==> src/design/rdcr_pkg.sv <==
// Constants and types shared by the redriver configuration block
package rdcr_pkg;
    localparam int unsigned NUM_CH = 4;
    localparam int unsigned NUM_BYTES = 8;
    localparam int unsigned PTR_W = 4;
    // Byte indices
    localparam logic [PTR_W-1:0] IDX_RSVD0 = 4'h0;
    localparam logic [PTR_W-1:0] IDX_RSVD1 = 4'h1;
    localparam logic [PTR_W-1:0] IDX_POWER_DOWN = 4'h2;
    localparam logic [PTR_W-1:0] IDX_CH0_CFG = 4'h3;
    localparam logic [PTR_W-1:0] IDX_CH1_CFG = 4'h4;
    localparam logic [PTR_W-1:0] IDX_CH2_CFG = 4'h5;
    localparam logic [PTR_W-1:0] IDX_CH3_CFG = 4'h6;
    localparam logic [PTR_W-1:0] IDX_RSVD7 = 4'h7;
    // Reset values
    localparam logic [7:0] RST_POWER_DOWN = 8'h00;
    localparam logic [7:0] RST_CH_CFG = 8'h00;
    localparam logic [7:0] RSVD_READ = 8'h00;
    // Field positions
    localparam int unsigned PD_CH0_BIT = 4;
    localparam int unsigned EQ_LSB = 4;
    localparam int unsigned FG_LSB = 2;
    localparam int unsigned SW_LSB = 0;
    localparam int unsigned EQ_W = 4;
    localparam int unsigned FG_W = 2;
    localparam int unsigned SW_W = 2;
    // Bus address: fixed upper bits, then straps
    localparam logic [2:0] ADDR_FIXED = 3'h7;
    localparam logic ADDR_LOW_SMALL = 1'b1;
    localparam logic DIR_READ = 1'b1;
    localparam logic [3:0] BITS_PER_BYTE = 4'h8;

    typedef enum logic [2:0] {
        RDCR_IDLE,
        RDCR_ADDR,
        RDCR_ADDR_ACK,
        RDCR_WRITE,
        RDCR_WRITE_ACK,
        RDCR_READ,
        RDCR_READ_ACK
    } rdcr_state_t;

    // Channel configuration byte index for a channel number
    function automatic logic [PTR_W-1:0] rdcr_cfg_idx(input int unsigned ch);
        rdcr_cfg_idx = IDX_CH0_CFG + PTR_W'(ch);
    endfunction : rdcr_cfg_idx
endpackage : rdcr_pkg

==> src/design/rdcr_top.sv <==
// Redriver configuration: serial slave, register bank, per-channel control
//
// Function
// - While cable_present_n is high every channel is powered down, whatever the registers say.
// - While cable_present_n is low channels run unless powered down by register.
// - Either the pin or the power-down register may shut channels down.
// - Byte 2 bits 7..4 power down channels 3..0 when one; bits 3..0 are plain storage; reset 0.
// - Flat-gain code is two bits per channel, 00..11 for -3.5, -1.5, 0.5, 2.5 dB.
// - Swing code is two bits per channel, 00..11 for 920, 1040, 1280, 1370 mV limits.
// - Equalizer code is four bits per channel, boost rising with the code.
// - Bus address is 111, straps 3..1, then 1 on the small package or strap 0; LSB 1 reads.
// - Bytes 3 to 6 hold channels 0 to 3: eq 7:4, gain 3:2, swing 1:0, reset 0.
// - config_mode_select high enables the serial slave; low selects strap mode.
// - In strap mode the strap codes drive all four channels alike.
// - Register reset low returns all registers to their defaults.
// - Bytes are accessed in ascending order from byte 0; a transfer may stop after any byte.
`timescale 1ns/1ps
module rdcr_top
#(
    parameter bit SMALL_PKG = 1'b0
)
(
    // Clock and reset
    input wire logic sys_clk,
    input wire logic rstn,
    // Serial bus pins
    input wire logic scl_i,
    output logic scl_o,
    output logic scl_oe,
    input wire logic sda_i,
    output logic sda_o,
    output logic sda_oe,
    // Mode, presence and address straps
    input wire logic cable_present_n,
    input wire logic config_mode_select,
    input wire logic [3:0] addr_strap,
    // Code straps; flat_gain_code[1] is register reset in register mode
    input wire logic [rdcr_pkg::EQ_W-1:0] equalizer_boost_code,
    input wire logic [rdcr_pkg::SW_W-1:0] output_swing_code,
    input wire logic [rdcr_pkg::FG_W-1:0] flat_gain_code,
    // Per-channel settings
    output logic [rdcr_pkg::NUM_CH*rdcr_pkg::EQ_W-1:0] ch_eq,
    output logic [rdcr_pkg::NUM_CH*rdcr_pkg::FG_W-1:0] ch_fg,
    output logic [rdcr_pkg::NUM_CH*rdcr_pkg::SW_W-1:0] ch_sw,
    output logic [rdcr_pkg::NUM_CH-1:0] ch_enable,
    output logic global_pd
);
    import rdcr_pkg::*;

    if (NUM_CH != 4)
    begin : g_bad_ch
        $error("rdcr_top serves exactly four channels");
    end

    // Pin sampling and bus conditions
    logic scl_q, scl_p, sda_q, sda_p;
    wire scl_rise = scl_q & ~scl_p;
    wire scl_fall = ~scl_q & scl_p;
    wire bus_start = scl_q & scl_p & sda_p & ~sda_q;
    wire bus_stop = scl_q & scl_p & ~sda_p & sda_q;

    always_ff @(posedge sys_clk or negedge rstn)
    begin
        if (!rstn)
        begin
            scl_q <= 1'b1;
            scl_p <= 1'b1;
            sda_q <= 1'b1;
            sda_p <= 1'b1;
        end
        else
        begin
            scl_q <= scl_i;
            scl_p <= scl_q;
            sda_q <= sda_i;
            sda_p <= sda_q;
        end
    end

    // Mode and register reset
    wire reg_mode = config_mode_select;
    wire reg_reset = reg_mode & ~flat_gain_code[1];

    // Register bank
    logic [7:0] pd_q, pd_d;
    logic [7:0] cfg_q [NUM_CH];
    logic [7:0] cfg_d [NUM_CH];
    logic wr_en;
    logic [PTR_W-1:0] wr_idx;
    logic [7:0] wr_data;

    always_comb
    begin
        pd_d = pd_q;
        if (reg_reset)
            pd_d = RST_POWER_DOWN;
        else if (wr_en && wr_idx == IDX_POWER_DOWN)
            pd_d = wr_data;
    end

    genvar gi;
    generate
        for (gi = 0; gi < NUM_CH; gi++)
        begin : g_cfg
            assign cfg_d[gi] = reg_reset ? RST_CH_CFG :
                (wr_en && wr_idx == rdcr_cfg_idx(gi)) ? wr_data : cfg_q[gi];
            always_ff @(posedge sys_clk or negedge rstn)
            begin
                if (!rstn)
                    cfg_q[gi] <= RST_CH_CFG;
                else
                    cfg_q[gi] <= cfg_d[gi];
            end
        end
    endgenerate

    always_ff @(posedge sys_clk or negedge rstn)
    begin
        if (!rstn)
            pd_q <= RST_POWER_DOWN;
        else
            pd_q <= pd_d;
    end

    // Read mux; reserved and unused bytes read zero
    logic [PTR_W-1:0] ptr_q, ptr_d;
    logic [7:0] rd_byte;
    always_comb
    begin
        unique case (ptr_q)
            IDX_POWER_DOWN: rd_byte = pd_q;
            IDX_CH0_CFG: rd_byte = cfg_q[0];
            IDX_CH1_CFG: rd_byte = cfg_q[1];
            IDX_CH2_CFG: rd_byte = cfg_q[2];
            IDX_CH3_CFG: rd_byte = cfg_q[3];
            default: rd_byte = RSVD_READ;
        endcase
    end

    // Address match
    logic [7:0] sh_q, sh_d;
    wire addr_hit;
    rdcr_addr_match #(
        .SMALL_PKG(SMALL_PKG)
    ) u_addr (
        .addr_rx(sh_q[7:1]),
        .addr_strap(addr_strap),
        .match(addr_hit)
    );

    // Serial slave engine
    rdcr_state_t st_q, st_d;
    logic [3:0] bit_q, bit_d;
    logic [7:0] tx_q, tx_d;
    logic rw_q, rw_d;
    logic nack_q, nack_d;
    logic oe_q, oe_d;
    wire [PTR_W-1:0] ptr_inc = ptr_q + 4'h1;
    wire ptr_next_ok = (ptr_q != '1);

    always_comb
    begin
        st_d = st_q;
        bit_d = bit_q;
        sh_d = sh_q;
        tx_d = tx_q;
        rw_d = rw_q;
        nack_d = nack_q;
        oe_d = oe_q;
        ptr_d = ptr_q;
        wr_en = 1'b0;
        wr_idx = ptr_q;
        wr_data = sh_q;
        // Start and stop never coincide
        if (!reg_mode || bus_stop)
        begin
            st_d = RDCR_IDLE;
            oe_d = 1'b0;
        end
        else if (bus_start)
        begin
            st_d = RDCR_ADDR;
            bit_d = '0;
            ptr_d = IDX_RSVD0;
            oe_d = 1'b0;
        end
        else if (scl_rise)
        begin
            if (st_q == RDCR_ADDR || st_q == RDCR_WRITE || st_q == RDCR_READ)
            begin
                sh_d = {sh_q[6:0], sda_q};
                bit_d = bit_q + 4'h1;
            end
            if (st_q == RDCR_READ_ACK)
                nack_d = sda_q;
        end
        else if (scl_fall)
        begin
            unique case (st_q)
                RDCR_ADDR:
                    if (bit_q == BITS_PER_BYTE)
                    begin
                        bit_d = '0;
                        rw_d = sh_q[0];
                        st_d = addr_hit ? RDCR_ADDR_ACK : RDCR_IDLE;
                        oe_d = addr_hit;
                    end
                RDCR_ADDR_ACK:
                    if (rw_q == DIR_READ)
                    begin
                        st_d = RDCR_READ;
                        tx_d = rd_byte;
                        oe_d = ~rd_byte[7];
                    end
                    else
                    begin
                        st_d = RDCR_WRITE;
                        oe_d = 1'b0;
                    end
                RDCR_WRITE:
                    if (bit_q == BITS_PER_BYTE)
                    begin
                        wr_en = 1'b1;
                        bit_d = '0;
                        st_d = RDCR_WRITE_ACK;
                        oe_d = 1'b1;
                        if (ptr_next_ok)
                            ptr_d = ptr_inc;
                    end
                RDCR_WRITE_ACK:
                begin
                    st_d = RDCR_WRITE;
                    oe_d = 1'b0;
                end
                RDCR_READ:
                    if (bit_q == BITS_PER_BYTE)
                    begin
                        bit_d = '0;
                        st_d = RDCR_READ_ACK;
                        oe_d = 1'b0;
                        if (ptr_next_ok)
                            ptr_d = ptr_inc;
                    end
                    else
                    begin
                        tx_d = {tx_q[6:0], 1'b0};
                        oe_d = ~tx_q[6];
                    end
                RDCR_READ_ACK:
                    if (nack_q)
                    begin
                        st_d = RDCR_IDLE;
                        oe_d = 1'b0;
                    end
                    else
                    begin
                        st_d = RDCR_READ;
                        tx_d = rd_byte;
                        oe_d = ~rd_byte[7];
                    end
                default:
                begin
                    st_d = RDCR_IDLE;
                    oe_d = 1'b0;
                end
            endcase
        end
    end

    always_ff @(posedge sys_clk or negedge rstn)
    begin
        if (!rstn)
        begin
            st_q <= RDCR_IDLE;
            bit_q <= '0;
            sh_q <= '0;
            tx_q <= '0;
            rw_q <= 1'b0;
            nack_q <= 1'b0;
            oe_q <= 1'b0;
            ptr_q <= IDX_RSVD0;
        end
        else
        begin
            st_q <= st_d;
            bit_q <= bit_d;
            sh_q <= sh_d;
            tx_q <= tx_d;
            rw_q <= rw_d;
            nack_q <= nack_d;
            oe_q <= oe_d;
            ptr_q <= ptr_d;
        end
    end

    // Open-drain pins: only ever pulled low; clock is never stretched
    always_ff @(posedge sys_clk or negedge rstn)
    begin
        if (!rstn)
        begin
            sda_o <= 1'b0;
            scl_o <= 1'b0;
            scl_oe <= 1'b0;
            global_pd <= 1'b1;
        end
        else
        begin
            sda_o <= 1'b0;
            scl_o <= 1'b0;
            scl_oe <= 1'b0;
            global_pd <= cable_present_n;
        end
    end
    assign sda_oe = oe_q;

    // Per-channel selection
    generate
        for (gi = 0; gi < NUM_CH; gi++)
        begin : g_ch
            rdcr_chan_sel u_ch (
                .sys_clk(sys_clk),
                .rstn(rstn),
                .reg_mode(reg_mode),
                .global_pd(cable_present_n),
                .reg_pd(pd_q[PD_CH0_BIT + gi]),
                .cfg_byte(cfg_q[gi]),
                .strap_eq(equalizer_boost_code),
                .strap_fg(flat_gain_code),
                .strap_sw(output_swing_code),
                .eq_q(ch_eq[gi*EQ_W +: EQ_W]),
                .fg_q(ch_fg[gi*FG_W +: FG_W]),
                .sw_q(ch_sw[gi*SW_W +: SW_W]),
                .enable_q(ch_enable[gi])
            );
        end
    endgenerate
endmodule : rdcr_top

==> src/design/rdcr_addr_match.sv <==
// Bus address comparison from fixed bits and address straps
`timescale 1ns/1ps
module rdcr_addr_match
#(
    parameter bit SMALL_PKG = 1'b0
)
(
    // Received address
    input wire logic [6:0] addr_rx,
    // Straps
    input wire logic [3:0] addr_strap,
    // Result
    output logic match
);
    import rdcr_pkg::*;

    wire [6:0] own_addr;
    wire low_bit;

    assign low_bit = SMALL_PKG ? ADDR_LOW_SMALL : addr_strap[0];
    assign own_addr = {ADDR_FIXED, addr_strap[3:1], low_bit};
    assign match = (addr_rx == own_addr);
endmodule : rdcr_addr_match

==> src/design/rdcr_chan_sel.sv <==
// One channel's effective codes and enable, registered
`timescale 1ns/1ps
module rdcr_chan_sel
(
    // Clock and reset
    input wire logic sys_clk,
    input wire logic rstn,
    // Mode and power
    input wire logic reg_mode,
    input wire logic global_pd,
    input wire logic reg_pd,
    // Sources
    input wire logic [7:0] cfg_byte,
    input wire logic [rdcr_pkg::EQ_W-1:0] strap_eq,
    input wire logic [rdcr_pkg::FG_W-1:0] strap_fg,
    input wire logic [rdcr_pkg::SW_W-1:0] strap_sw,
    // Effective settings
    output logic [rdcr_pkg::EQ_W-1:0] eq_q,
    output logic [rdcr_pkg::FG_W-1:0] fg_q,
    output logic [rdcr_pkg::SW_W-1:0] sw_q,
    output logic enable_q
);
    import rdcr_pkg::*;

    wire [EQ_W-1:0] eq_d;
    wire [FG_W-1:0] fg_d;
    wire [SW_W-1:0] sw_d;
    wire enable_d;

    assign eq_d = reg_mode ? cfg_byte[EQ_LSB +: EQ_W] : strap_eq;
    assign fg_d = reg_mode ? cfg_byte[FG_LSB +: FG_W] : strap_fg;
    assign sw_d = reg_mode ? cfg_byte[SW_LSB +: SW_W] : strap_sw;
    assign enable_d = ~global_pd & ~(reg_mode & reg_pd);

    always_ff @(posedge sys_clk or negedge rstn)
    begin
        if (!rstn)
        begin
            eq_q <= '0;
            fg_q <= '0;
            sw_q <= '0;
            enable_q <= 1'b0;
        end
        else
        begin
            eq_q <= eq_d;
            fg_q <= fg_d;
            sw_q <= sw_d;
            enable_q <= enable_d;
        end
    end
endmodule : rdcr_chan_sel

==> config.mk <==
export PLATFORM = sky130hd
export DESIGN_NAME = rdcr_top
export DESIGN_NICKNAME = d
export VERILOG_FILES = /design/src/design/rdcr_pkg.sv /design/src/design/rdcr_top.sv /design/src/design/rdcr_addr_match.sv /design/src/design/rdcr_chan_sel.sv
export SDC_FILE = /design/constraint.sdc
export NUM_CORES = 1
export LEC_CHECK = 0
export BUFFER_PORTS_ARGS = -buffer_cell sky130_fd_sc_hd__buf_4
export CORE_MARGIN = 2
export CORE_UTILIZATION = 60
export DETAILED_ROUTE_END_ITERATION = 8
export PLACE_DENSITY = 0.82
export SYNTH_ARGS = -nofsm -noshare
export SYNTH_HDL_FRONTEND = slang
export SYNTH_SLANG_ARGS = --single-unit
==> constraint.sdc <==
create_clock -name sys_clk -period 3.8 [get_ports sys_clk]
set_clock_uncertainty 0.15 [all_clocks]
set_input_delay 0.19 -clock sys_clk [delete_from_list [all_inputs] [get_ports sys_clk]]
set_output_delay 0.19 -clock sys_clk [all_outputs]
set_load 0.01 [all_outputs]
==> impl_metrics.csv <==
group,metric,value,unit
synth,synth_top_cell_area_share,0.515,
synth,synth_seq_area_share,0.541,
placed_design,dp_hpwl,7.87,mm
synth,synth_cell_types,55,
cts,clockBufferDepth,2,
layout,syn_to_final_growth,14.4,%
drt,drc,0,
placed_design,numPortBuffers,55,
global_route,grt_util_all_layers,0.270,
cts,root_buffer,"clkbuf_8",
cts,clk_latency,0.38,ns
timing,hold_viol_final,0,
critical_path,critPathMaxStageDelay,0.70,ns
timing,relSlewSlack,0.245,
power,leakagePower,2.68,nW
global_route,grt_max_degree,74,
layout,multiInputGateArea,2130,um^2
critical_path,critPathBufInv,2,
layout,finalNonFillerCells,659,
placed_design,dp_cells,631,
drt,viasPerCell,6.01,
timing,grt_setup_unrepaired,"false",
critical_path,critical_path_required,3.87,ns
floorplan,core_area,8220,um^2
critical_path,critical_path_class,"register to register",
layout,regArea,2760,um^2
power,vdd_drop_max,0.000193,V
synth,synth_area_leaders,"dfrtp_1 (52%), nand2_1 (8.6%), mux2i_1 (7.9%)",
floorplan,rows,33,
cts,numCtsBuffers,9,
synth,yosysTopAreaCell,"dfrtp_1",
layout,final_nets,576,
min_path,hold_path.class,"primary input to register",
cts,htreeDepth,3,
floorplan,dieArea,9250,um^2
flow_run,maxCapViolCount,0,
drt,vias,3962,
drt,dr.pass1.iters,6,
drt,wire_per_inst,17.5,um
critical_path,startpoint_type,"register",
timing,timing.setup.tns,0,ns
cts,ctsResizeCount,0,
critical_path,worstPathMaxFanout,18,
timing,finalSetupViolCount,0,
floorplan,initial_core_util,0.621,
layout,fillers,622,
global_route,antenna_found_initial,0,
synth,syn_avg_cell_area,10.3,um^2
timing,worstMarginPinSlew,1.13,ns
synth,synth-edff-count,0,
timing,finalCriticalPeriod,2.80,ns
critical_path,worstPathCellList,"inv_1 -> ha_1 -> inv_1 -> nor4_4 -> mux2i_1 -> nor2_1",
critical_path,crit_family,"simple AND/OR/NAND/NOR gates",
status,outcome,"finished clean",
synth,ys_seq_elements,110,
floorplan,die_h,96.2,um
placed_design,gp_congestion,0.854,
layout,final_util,0.710,
synth,ys_warn_count,0,
drt,wirelength,11.5,mm
layout,diodes,0,
synth,syn-cell-area,5100,um^2
critical_path,cp-end-kind,"register",
timing,post-route-period-util,0.736,
floorplan,die_w,96.2,um
synth,synthCells,496,
global_route,grt_pass1_vias,3810,
layout,drive_gt1_frac,0.181,
cts,cts_num_sinks,110,
global_route,grt_pass1_wl,19.0,mm
floorplan,pin_count,59,
critical_path,critPathMostFrequentCell,"inv_1",
critical_path,cp.arrival,2.87,ns
global_route,grt_overflow_total,0,
cts,cts_tree,"done",
power,power_density,354,nW/um^2
drt,drt-initial-drc-count,360,
timing,drv_slew,0,
timing,hold-worst-slack,0.225,ns
critical_path,crit_path_top_delay_cell,"nor4_4",
synth,ys.flop_type,"dfrtp_1",
cts,clk_pin_slew,0.12,ns
drt,ant_nets,0,
synth,postSynth.asyncResetShare,1.00,
timing,max_freq,358,MHz
==> cells by family after synthesis <==
| logic type | Yosys count | synth area share |
|---|---|---|
| xor gates and xnor gates | 7 | 0.0120 |
| and+or+nand+nor | 192 | 0.169 |
| other | 1 | 0.000735 |
| buffers and inverters | 46 | 0.0432 |
| DFF | 110 | 0.541 |
| muxes | 50 | 0.101 |
| adders and majority gates | 9 | 0.0221 |
| AOI/OAI and AO/OA | 81 | 0.112 |
==> path summary, 6_finish.rpt <==
check	start	endpoint	slack, ns	cells past startpoint
worst max-delay path	ptr_q[0]	pd_q[4]	1.00	6
worst min register to register	scl_q	scl_p	0.24	0
max in group asynchronous	rstn	sda_p	2.29	3
min in group asynchronous	rstn	cfg_q[20]	0.31	2
worst min-delay path	config_mode_select	g_ch[1].u_ch.eq_q[1]	0.23	4
worst max register to register	ptr_q[0]	pd_q[4]	1.00	6
==> final cells by class <==
cell class	instances	area share
tap	105	0.0225
clock buffer	9	0.0212
clock inverter	7	0.0118
multi-input combinational	342	0.365
sequential	110	0.473
inverter	14	0.00901
timing repair buffer	72	0.0978
==> layer usage <==
metal / up-vias / routed length [um] / GRT usage
met5: - / 0 / 0
met2: 190 / 5560 / 0.432
li1: 1808 / - / -
met4: 0 / 194 / 0.0845
met3: 24 / 911 / 0.0486
met1: 1940 / 4870 / 0.378
==> where the power goes <==
part	switching, mW	internal (mW)
sequential	0.0174	1.20
combinational	0.0968	0.0660
clock	0.427	0.254
==> state kept, by name (all words and copies together), names as in the netlist, 7 cells and up <==
signal          flops
g_ch.u_ch.fg_q      8
cfg_q              32
tx_q                7
sh_q                8
pd_q                8
g_ch.u_ch.eq_q     16
g_ch.u_ch.sw_q      8
==> synth_stat cells, types with 3 or more instances <==
library cell and number:
inv_1 14, buf_4 12, o21ai_0 12, nand3_1 11
xor2_1 3, nand4b_1 3, mux2i_1 40, dfrtp_1 105
a21oi_1 22, nor2b_1 3, ha_1 9, nor2_2 3
nand4_1 3, nand2_1 117, clkbuf_1 15, a22oi_1 9
xnor2_1 4, dfstp_2 5, nand2b_1 5, nor2_1 31
a221oi_1 8, mux2_2 10, buf_1 3, nor3_1 4
a222oi_1 6
==> per-stage QoR <==
step	total power, mW	setup WS (ns)	cell area (um^2)
after floorplan	1.31	1.40	5110
after global placement	1.39	1.22	5520
after detailed placement	1.40	1.08	5520
after CTS	2.07	1.03	5830
after global routing	2.14	0.847	5830
final	2.06	1.00	5830
==> cell usage in the layout, fill, tap and decap left out, types with 3 or more instances in the layout <==
master,n
a221oi_1,8
nor2_2,3
xor2_1,3
nand2_1,117
mux2i_1,40
nor2_1,31
mux2_2,10
dlygate4sd3_1,12
buf_4,60
xnor2_1,4
a222oi_1,6
a21oi_1,22
nor2b_1,3
ha_1,9
a22oi_1,9
nor3_1,4
dfstp_2,5
nand3_1,11
inv_1,14
dfrtp_1,105
nand4_1,3
nand2b_1,5
conb_1,3
clkbuf_8,9
nand4b_1,3
o21ai_0,12
==> worst min-delay path: stages <==
cell and delay [ns]:
buf_4 0.11, buf_4 0.27, nand2_1 0.10, nand2_1 0.04
==> repair_timing <==
item,4_1_cts,5_1_grt
endpoints found under the hold margin,109,0
setup buffers,0,0
hold buffers,12,0
Note: power is estimated with default switching activity, not from simulation.
